**src/common/sba_pkg.sv**
```systemverilog
// Shared constants and types of the system bus priority arbiter
package sba_pkg;

  // Priority positions, highest first; index 0 outranks all others
  localparam int unsigned NUM_MASTERS   = 11;
  localparam int unsigned DMA_COUNT     = 4;
  localparam int unsigned DMA_PTR_W     = 2;
  localparam int unsigned IDX_REFRESH   = 0;
  localparam int unsigned IDX_DISPLAY   = 1;
  localparam int unsigned IDX_DMA_BASE  = 2;
  localparam int unsigned IDX_USB       = 6;
  localparam int unsigned IDX_OFFCHIP   = 7;
  localparam int unsigned IDX_TEST      = 8;
  localparam int unsigned IDX_CPU       = 9;
  localparam int unsigned IDX_RESERVED  = 10;

  localparam logic [DMA_PTR_W-1:0]   DMA_PTR_RESET = 2'h0;
  localparam logic [NUM_MASTERS-1:0] GRANT_NONE    = 11'h000;

  // One bit per bus master; the last field is bit 0, the top position
  typedef struct packed {
    logic reserved;
    logic cpu_core;
    logic test_interface_controller;
    logic offchip_requester;
    logic usb_host_dma;
    logic general_channel_three;
    logic general_channel_two;
    logic general_channel_one;
    logic general_channel_zero;
    logic display_dma_master;
    logic refresh;
  } sba_master_type;

  typedef enum logic [1:0] {
    SBA_IDLE  = 2'h0,
    SBA_OWNED = 2'h1
  } sba_fsm_type;

  typedef struct packed {
    sba_fsm_type                 fsm;
    sba_master_type              grant;
    logic [DMA_PTR_W-1:0]        rot_ptr;
  } sba_state_type;

endpackage

```
**src/hdl/sba_dma_rotator.sv**
```systemverilog
// Rotating pick among the general purpose DMA channels
`timescale 1ns/1ps
`default_nettype none

module sba_dma_rotator #(
  parameter int unsigned CHANNELS = 4,
  parameter int unsigned PTR_W    = 2
) (
  input  wire logic [CHANNELS-1:0] req,
  input  wire logic [PTR_W-1:0]    ptr,
  output logic      [CHANNELS-1:0] pick
);

  ////////////////////////////////////////////////////////////////////////////
  // First requester at or after the pointer, wrapping round
  always_comb begin
    logic             found;
    logic [PTR_W-1:0] idx;
    found = 1'b0;
    idx   = '0;
    pick  = '0;
    for (int unsigned i = 0; i < CHANNELS; i++) begin
      idx = ptr + PTR_W'(i);
      if (!found && req[idx]) begin
        pick[idx] = 1'b1;
        found     = 1'b1;
      end
    end
  end

endmodule // sba_dma_rotator

`default_nettype wire

```
**src/hdl/sba_arbiter.sv**
```systemverilog
// System bus arbiter: fixed ranks around a rotating DMA band
//
// Summary of operation
// Grant bus to one master, fixed plus rotation
// Eleven priority positions including one reserved
// Reset order refresh, display, DMA, usb, ... cpu
// DMA channels rotate priority within their band
// Non-DMA masters keep fixed rank around band
// Granted channel drops lowest; reserved never granted
`timescale 1ns/1ps
`default_nettype none

module sba_arbiter (
  input  wire logic                    clk,
  input  wire logic                    rst,
  input  wire sba_pkg::sba_master_type req,
  output logic                         bus_busy,
  output sba_pkg::sba_master_type      grant
);
  import sba_pkg::*;

  sba_state_type                st;
  sba_state_type                next_st;
  logic [NUM_MASTERS-1:0]       req_vec;
  logic [NUM_MASTERS-1:0]       grant_vec;
  logic [DMA_COUNT-1:0]         dma_req;
  logic [DMA_COUNT-1:0]         dma_pick;
  logic [NUM_MASTERS-1:0]       winner;
  logic                         owner_holds;

  assign req_vec   = req;
  assign grant_vec = st.grant;
  assign dma_req   = req_vec[IDX_DMA_BASE +: DMA_COUNT];

  ////////////////////////////////////////////////////////////////////////////
  // DMA band pick
  sba_dma_rotator #(
    .CHANNELS (DMA_COUNT),
    .PTR_W    (DMA_PTR_W)
  ) u_rotator (
    .req  (dma_req),
    .ptr  (st.rot_ptr),
    .pick (dma_pick)
  );

  ////////////////////////////////////////////////////////////////////////////
  // Winner selection
  always_comb begin
    winner = '0;
    if (req_vec[IDX_REFRESH]) begin
      winner[IDX_REFRESH] = 1'b1;
    end else if (req_vec[IDX_DISPLAY]) begin
      winner[IDX_DISPLAY] = 1'b1;
    end else if (|dma_req) begin
      winner[IDX_DMA_BASE +: DMA_COUNT] = dma_pick;
    end else begin
      for (int unsigned i = IDX_USB; i <= IDX_CPU; i++) begin
        if (req_vec[i] && winner == '0) begin
          winner[i] = 1'b1;
        end
      end
    end
    // Reserved position is never considered                // see
  end

  assign owner_holds = |(grant_vec & req_vec);

  ////////////////////////////////////////////////////////////////////////////
  // Next state
  always_comb begin
    next_st = st;
    case (st.fsm)
      SBA_IDLE: begin
        if (winner != '0) begin
          next_st.fsm   = SBA_OWNED;
          next_st.grant = winner;
          for (int unsigned k = 0; k < DMA_COUNT; k++) begin
            if (winner[IDX_DMA_BASE + k]) begin
              next_st.rot_ptr = DMA_PTR_W'(k + 1);
            end
          end
        end
      end
      SBA_OWNED: begin
        if (!owner_holds) begin
          next_st.fsm   = SBA_IDLE;
          next_st.grant = GRANT_NONE;
        end
      end
      default: begin
        next_st.fsm   = SBA_IDLE;
        next_st.grant = GRANT_NONE;
      end
    endcase
  end

  always_ff @(posedge clk) begin
    if (rst) begin
      st.fsm     <= SBA_IDLE;
      st.grant   <= GRANT_NONE;
      st.rot_ptr <= DMA_PTR_RESET;
    end else begin
      st <= next_st;
    end
  end

  ////////////////////////////////////////////////////////////////////////////
  // Outputs, straight from the state register
  assign grant    = st.grant;
  assign bus_busy = (st.fsm == SBA_OWNED);

  logic [NUM_MASTERS-1:0] higher_than_cpu;
  assign higher_than_cpu = req_vec & {2'h0, {IDX_CPU{1'b1}}};

  // Each master from usb to cpu wins once every higher position is quiet
  for (genvar p = IDX_USB; p <= IDX_CPU; p++) begin : g_fixed_rank

  end
endmodule // sba_arbiter

`default_nettype wire

```
**config.mk**
```make
export PLATFORM = sky130hd
export DESIGN_NAME = sba_arbiter
export DESIGN_NICKNAME = d
export VERILOG_FILES = /design/src/common/sba_pkg.sv /design/src/hdl/sba_dma_rotator.sv /design/src/hdl/sba_arbiter.sv
export SDC_FILE = /design/constraint.sdc
export NUM_CORES = 1
export LEC_CHECK = 0
export BUFFER_PORTS_ARGS = -buffer_cell sky130_fd_sc_hd__buf_2
export CORE_MARGIN = 2
export CORE_UTILIZATION = 55
export CTS_CLUSTER_DIAMETER = 150
export DETAILED_ROUTE_END_ITERATION = 6
export GPL_TIMING_DRIVEN = 0
export PLACE_DENSITY = 0.87
export SLEW_MARGIN = 20
export SYNTH_ARGS = -nofsm -noshare
export SYNTH_HDL_FRONTEND = slang
export SYNTH_SLANG_ARGS = --single-unit
```
**constraint.sdc**
```tcl
create_clock -name clk -period 6.3 [get_ports clk]
set_clock_uncertainty 0.1 [all_clocks]
set_input_delay 1.26 -clock clk [delete_from_list [all_inputs] [get_ports clk]]
set_output_delay 1.26 -clock clk [all_outputs]
set_load 0.03 [all_outputs]
```
Word level (Yosys, flattened, before mapping)
Index checks and enable logic that the tools add are counted.
{"block": "word_totals", "ff_bits": 15, "out_inout_bits": 12, "inputBits": 13}
{"block": "classes", "n_addsub": 3, "n_mux": 49, "n_lt_le_gt_ge": 8, "n_reduce_logical": 22, "n_bitwise": 5, "eq_ne": 3}
{"cell": "1-bit 2-to-1 mux", "n": 26}
{"cell": "13-bit one-hot mux with 2 select lines", "n": 1}
{"cell": "4-bit 2-to-1 mux", "n": 6}
{"cell": "15-bit 2-to-1 mux", "n": 1}
{"cell": "13-bit 2-to-1 mux", "n": 1}
{"cell": "2-bit by 3-bit less-than comparator with 1-bit output, second input constant", "n": 4}
{"cell": "4-bit OR", "n": 3}
{"cell": "11-bit bitwise AND", "n": 1}
{"cell": "11-bit nonzero test", "n": 1}
{"cell": "11-bit OR reduction", "n": 1}
{"cell": "1-bit logical AND", "n": 10}
{"cell": "9-bit 2-to-1 mux", "n": 1}
{"cell": "1-bit binary-select mux with 2-bit select", "n": 4}
{"cell": "1-bit demux with 2-bit select", "n": 4}
{"cell": "2-bit by 1-bit greater-or-equal comparator with 1-bit output, second input constant", "n": 4}
{"cell": "2-bit 2-to-1 mux", "n": 4}
{"cell": "8-bit 2-to-1 mux", "n": 1}
{"cell": "2-bit adder, second input constant", "n": 2}
{"cell": "2-bit logical NOT", "n": 2}
{"cell": "2-bit inequality test, second input constant", "n": 2}
{"cell": "4-bit nonzero test", "n": 1}
{"cell": "4-bit OR reduction", "n": 1}
{"cell": "1-bit logical NOT", "n": 3}
{"cell": "3-bit logical NOT", "n": 1}
{"cell": "other kinds (5)", "n": 5}

Depth between registers and ports, before layout
{"block": "depth", "ltp_word": 28, "mapped_depth": 9}

Modules after synthesis
Synthesis repeated with hierarchy kept, for this count alone.
{"block": "hier_totals", "cells_unflattened": 132, "area_unflattened_um2": 1158.6}
{"mod": "sba_arbiter", "area_per_inst_um2": 820.8, "cells_each": 96, "n_inst": 1, "seq_area_each_um2": 260.2}
{"mod": "sba_dma_rotator", "area_per_inst_um2": 337.8, "cells_each": 36, "n_inst": 1, "seq_area_each_um2": 0.0}

Least setup slack after synthesis
OpenSTA, ideal clock, no wires.
{"block": "synth_path", "path_type": "input to register", "start": "input port req[4] (netlist bit)", "end": "register grant[0] (netlist name)", "setup_slack_ns": 3.149, "stages": 7, "arrival_ns": 2.963, "path_buffers": 0, "cell_sequence": "mux4_2 > a31o_1 > a221o_1 > a22oi_2 > o2111a_2 > nand2_4 > a311oi_2"}
{"block": "synth_between", "elab_chain_cells": 18}
{"item": "from (decl)", "line_no": "sba_arbiter.sv:16", "rtl": "input wire sba_pkg::sba_master_type req,"}
{"item": "1-bit binary-select mux with 2-bit select", "line_no": "sba_dma_rotator.sv:24", "rtl": "if (!found && req[idx]) begin"}
{"item": "1-bit 2-to-1 mux (not written as such)", "line_no": "sba_dma_rotator.sv:24"}
{"item": "1-bit 2-to-1 mux", "line_no": "sba_dma_rotator.sv:24"}
{"item": "1-bit logical NOT", "line_no": "sba_dma_rotator.sv:24"}
{"item": "1-bit logical AND", "line_no": "sba_dma_rotator.sv:24"}
{"item": "1-bit 2-to-1 mux", "line_no": "sba_dma_rotator.sv:24"}
{"item": "1-bit logical NOT", "line_no": "sba_dma_rotator.sv:24"}
{"item": "1-bit logical AND", "line_no": "sba_dma_rotator.sv:24"}
{"item": "(+2 left out)"}
{"item": "1-bit logical AND", "line_no": "sba_dma_rotator.sv:24"}
{"item": "4-bit 2-to-1 mux", "line_no": "sba_dma_rotator.sv:24"}
{"item": "4-bit 2-to-1 mux", "line_no": "sba_arbiter.sv:54", "rtl": "end else if (|dma_req) begin"}
{"item": "8-bit 2-to-1 mux", "line_no": "sba_arbiter.sv:52", "rtl": "end else if (req_vec[IDX_DISPLAY]) begin"}
{"item": "9-bit 2-to-1 mux", "line_no": "sba_arbiter.sv:50", "rtl": "if (req_vec[IDX_REFRESH]) begin"}
{"item": "11-bit nonzero test", "line_no": "sba_arbiter.sv:74", "rtl": "if (winner != '0) begin"}
{"item": "2-bit inequality test (no source line)"}
{"item": "2-bit AND reduction (no source line) (*)"}
Mark *: on every way between the ends. The rest lies on a longest branch, timed or not. The select of a mux whose other input is x is not followed.
A chain may end at the register's enable or synchronous reset.

Worst setup path after layout
{"block": "layout_path", "start": "input port req[5] (netlist bit)", "end": "register grant[9] (netlist name)"}
{"block": "layout_between", "elab_chain_cells": 18}
{"item": "1-bit binary-select mux with 2-bit select", "line_no": "sba_dma_rotator.sv:24"}
{"item": "1-bit 2-to-1 mux (not written as such)", "line_no": "sba_dma_rotator.sv:24"}
{"item": "1-bit 2-to-1 mux", "line_no": "sba_dma_rotator.sv:24"}
{"item": "1-bit logical NOT", "line_no": "sba_dma_rotator.sv:24"}
{"item": "1-bit logical AND", "line_no": "sba_dma_rotator.sv:24"}
{"item": "1-bit 2-to-1 mux", "line_no": "sba_dma_rotator.sv:24"}
{"item": "1-bit logical NOT", "line_no": "sba_dma_rotator.sv:24"}
{"item": "1-bit logical AND", "line_no": "sba_dma_rotator.sv:24"}
{"item": "(+2 left out)"}
{"item": "1-bit logical AND", "line_no": "sba_dma_rotator.sv:24"}
{"item": "4-bit 2-to-1 mux", "line_no": "sba_dma_rotator.sv:24"}
{"item": "4-bit 2-to-1 mux", "line_no": "sba_arbiter.sv:54"}
{"item": "8-bit 2-to-1 mux", "line_no": "sba_arbiter.sv:52"}
{"item": "9-bit 2-to-1 mux", "line_no": "sba_arbiter.sv:50"}
{"item": "11-bit nonzero test", "line_no": "sba_arbiter.sv:74"}
{"item": "2-bit inequality test (no source line)"}
{"item": "2-bit AND reduction (no source line)"}
Parallel ways exist; a longest one is shown, timed or not. The select of a mux whose other input is x is not followed.

==> impl_metrics.csv <==
group,metric,value,unit
yosys,yosysWarnings,0,
layout,layout.cells.most_common,"buf_2",
place,port_buffers,22,
sta,slew_headroom,41.1,%
run_status,outcome,"finished, final reports clean",
sta,tightest_slew,0.876,ns
floorplan,dieArea,2720,um^2
critical_path,cp.arrival,3.51,ns
critical_path,critPathLaunch,"req[5]",
critical_path,crit_fanout,6,
drt,drtIter0Drc,50,
global_route,antenna_found_initial,0,
sta,fmax,0.289,GHz
layout,multiInputGateArea,891,um^2
global_route,grt_pass1_wl,5300,um
yosys,synth.distinct_cells,48,
layout,final_layout_size_suffix_gt1_share,30.9,%
critical_path,cp-end-kind,"flop",
layout,fin_util,65.4,%
layout,area_delta_synth_final,13.4,%
clock_network,cts_hold_buffers,0,
clock_network,htree_levels,1,
hold_path,min_to,"grant[8]",
global_route,grt_pass1_vias,1169,
power_and_ir_drop,power.total,0.000408,W
yosys,synth-seq-area-share,20.4,%
clock_network,root_buffer,"clkbuf_4",
hold_path,whs_path_depth,2,
layout,fin_cells,203,
clock_network,cts_setup_buffers,0,
yosys,async_reset_ff_share,0,%
power_and_ir_drop,p_leak,0.557,nW
drt,first_pass_iters,4,
layout,antenna_cells,0,
yosys,ys_seq_elements,13,
floorplan,num_io_pins,25,
layout,final_nets,197,
global_route,overflow,0,
sta,final_hold_viol_count,0,
power_and_ir_drop,p_per_area,282,nW/um^2
hold_path,hp-start,"grant[8]",
drt,wire_per_inst,15.8,um
floorplan,start_util,57.6,%
clock_network,cts.sinks,13,
sta,setup_viol_count_final,0,
yosys,syn_nets,170,
clock_network,cts_buffers,3,
clock_network,cts_tree,"yes",
clock_network,ctsResizeCount,0,
sta,tns,0,ns
place,dp.cells,199,
sta,post-route-period-util,54.9,%
drt,viasPerCell,6.39,
yosys,syn_inst,149,
drt,wl,3210,um
critical_path,timing.rr.start,"st[0]",
yosys,synth_edf_count,0,
clock_network,clk_latency,0.29,ns
yosys,ys.flop_type,"dfxtp_1",
place,dp_hpwl,2370,um
yosys,yosys-top-cells-area,"dfxtp_1 20%, ha_1 7.9%, buf_4 6.5%, a211oi_2 4.9%, a21oi_1 4.7%",
layout,layout_common_cells,"22 x buf_2, 13 x dfxtp_1, 12 x a21oi_1, 11 x buf_4, 10 x nor2_1",
layout,fillers,181,
floorplan,core,2210,um^2
clock_network,path_clk_slew,0.08,ns
clock_network,clockBufferDepth,2,
yosys,synthesis.area,1270,um^2
yosys,yosys.area.top_type,"dfxtp_1",
drt,route.vias.total,1297,
critical_path,cp-start-kind,"input pin",
place,gp_congestion,0.835,
global_route,grt.total_usage,25.9,%
global_route,grt_max_degree,11,
floorplan,dieHeight,52.1,um
drt,drt.antenna.violating_nets,0,
floorplan,rows,17,
critical_path,ff2ff_setup_slack,2.96,ns
yosys,synth_top_area_share,20.4,%
floorplan,fp.dieW,52.1,um
job,cap_violations,0,
sta,drv_slew,0,
hold_path,hp-class,"reg -> reg",
layout,regArea,260,um^2
critical_path,critPathRequiredTime,6.35,ns
sta,rsz0062_at_grt,"false",
critical_path,reg2regPathDepth,9,
yosys,syn_area_per_cell,8.56,um^2
sta,layout_min_cycle_time,3.46,ns
critical_path,crit_type,"in -> reg",
critical_path,rr_endpoint,"grant[9]",
power_and_ir_drop,vdd_drop_max,0.239,mV
drt,drc,0,
==> state kept, by name, summed over array words and instances, names as in the netlist <==
name / count
st: 3
grant: 10
==> kinds of logic after synthesis <==
| group | share of synthesized area [%] |
|---|---|
| AND/OR/NAND/NOR | 20.1 |
| adder cells (fa/ha/maj) | 7.85 |
| multiplexers | 7.65 |
| AO/OA/AOI/OAI | 34.0 |
| flip-flops | 20.4 |
| buffers and inverters | 9.72 |
| other | 0.294 |
==> metrics by stage <==
step / hold WS [ns] / setup slack, ns / area (um^2)
6_report: 0.390 / 2.84 / 1450
4_1_cts: 0.391 / 2.92 / 1450
2_1_floorplan: 0.353 / 3.15 / 1270
3_5_place_dp: 0.377 / 2.62 / 1420
3_3_place_gp: 0.370 / 2.77 / 1420
5_1_grt: 0.418 / 2.67 / 1450
==> metal layers <==
metal	up-vias	wire, um	GRT usage (%)
met5	-	0	0
met1	626	1420	35.1
li1	609	-	-
met3	6	227	3.16
met2	56	1510	41.4
met4	0	49	11.1
==> power by group <==
| group | internal, W | leakage, nW | switching, W |
|---|---|---|---|
| combinational | 0.0000992 | 0.437 | 0.000148 |
| sequential | 0.0000889 | 0.105 | 0.0000152 |
| clock | 0.0000246 | 0.0150 | 0.0000315 |
==> worst max-delay path, stage by stage <==
cell      delay [ns]
buf_2           0.14
mux2_2          0.32
mux2i_1         0.34
a221oi_1        0.14
o31ai_1         0.77
o21ai_2         0.17
a21oi_1         0.26
o31ai_1         0.10
==> area by class of cell <==
class | count | area share, %
timing repair buffer | 22 | 7.61
buffer | 17 | 7.27
multi-input combinational | 114 | 61.6
inverter | 5 | 1.30
sequential | 13 | 18.0
clock buffer | 4 | 1.82
tap | 28 | 2.42
==> Yosys cell counts (5+ instances only) <==
| library cell | instances |
|---|---|
| dfxtp_1 | 13 |
| a21oi_1 | 12 |
| buf_4 | 11 |
| nor2_1 | 10 |
| ha_1 | 8 |
| nand2_1 | 8 |
| nand2b_1 | 7 |
| a211oi_2 | 5 |
| and3_1 | 5 |
| clkbuf_1 | 5 |
| inv_1 | 5 |
| nor2b_1 | 5 |
==> how the worst max path moves through the flow <==
stage	slack, ns	end	depth (start not counted)
2_1_floorplan	3.15	grant[0]	7
3_3_place_gp	2.77	grant[9]	8
3_5_place_dp	2.62	grant[9]	8
4_1_cts	2.92	grant[9]	8
5_1_grt	2.67	grant[9]	9
6_report	2.84	grant[9]	8
(Power assumes the default switching activity.)
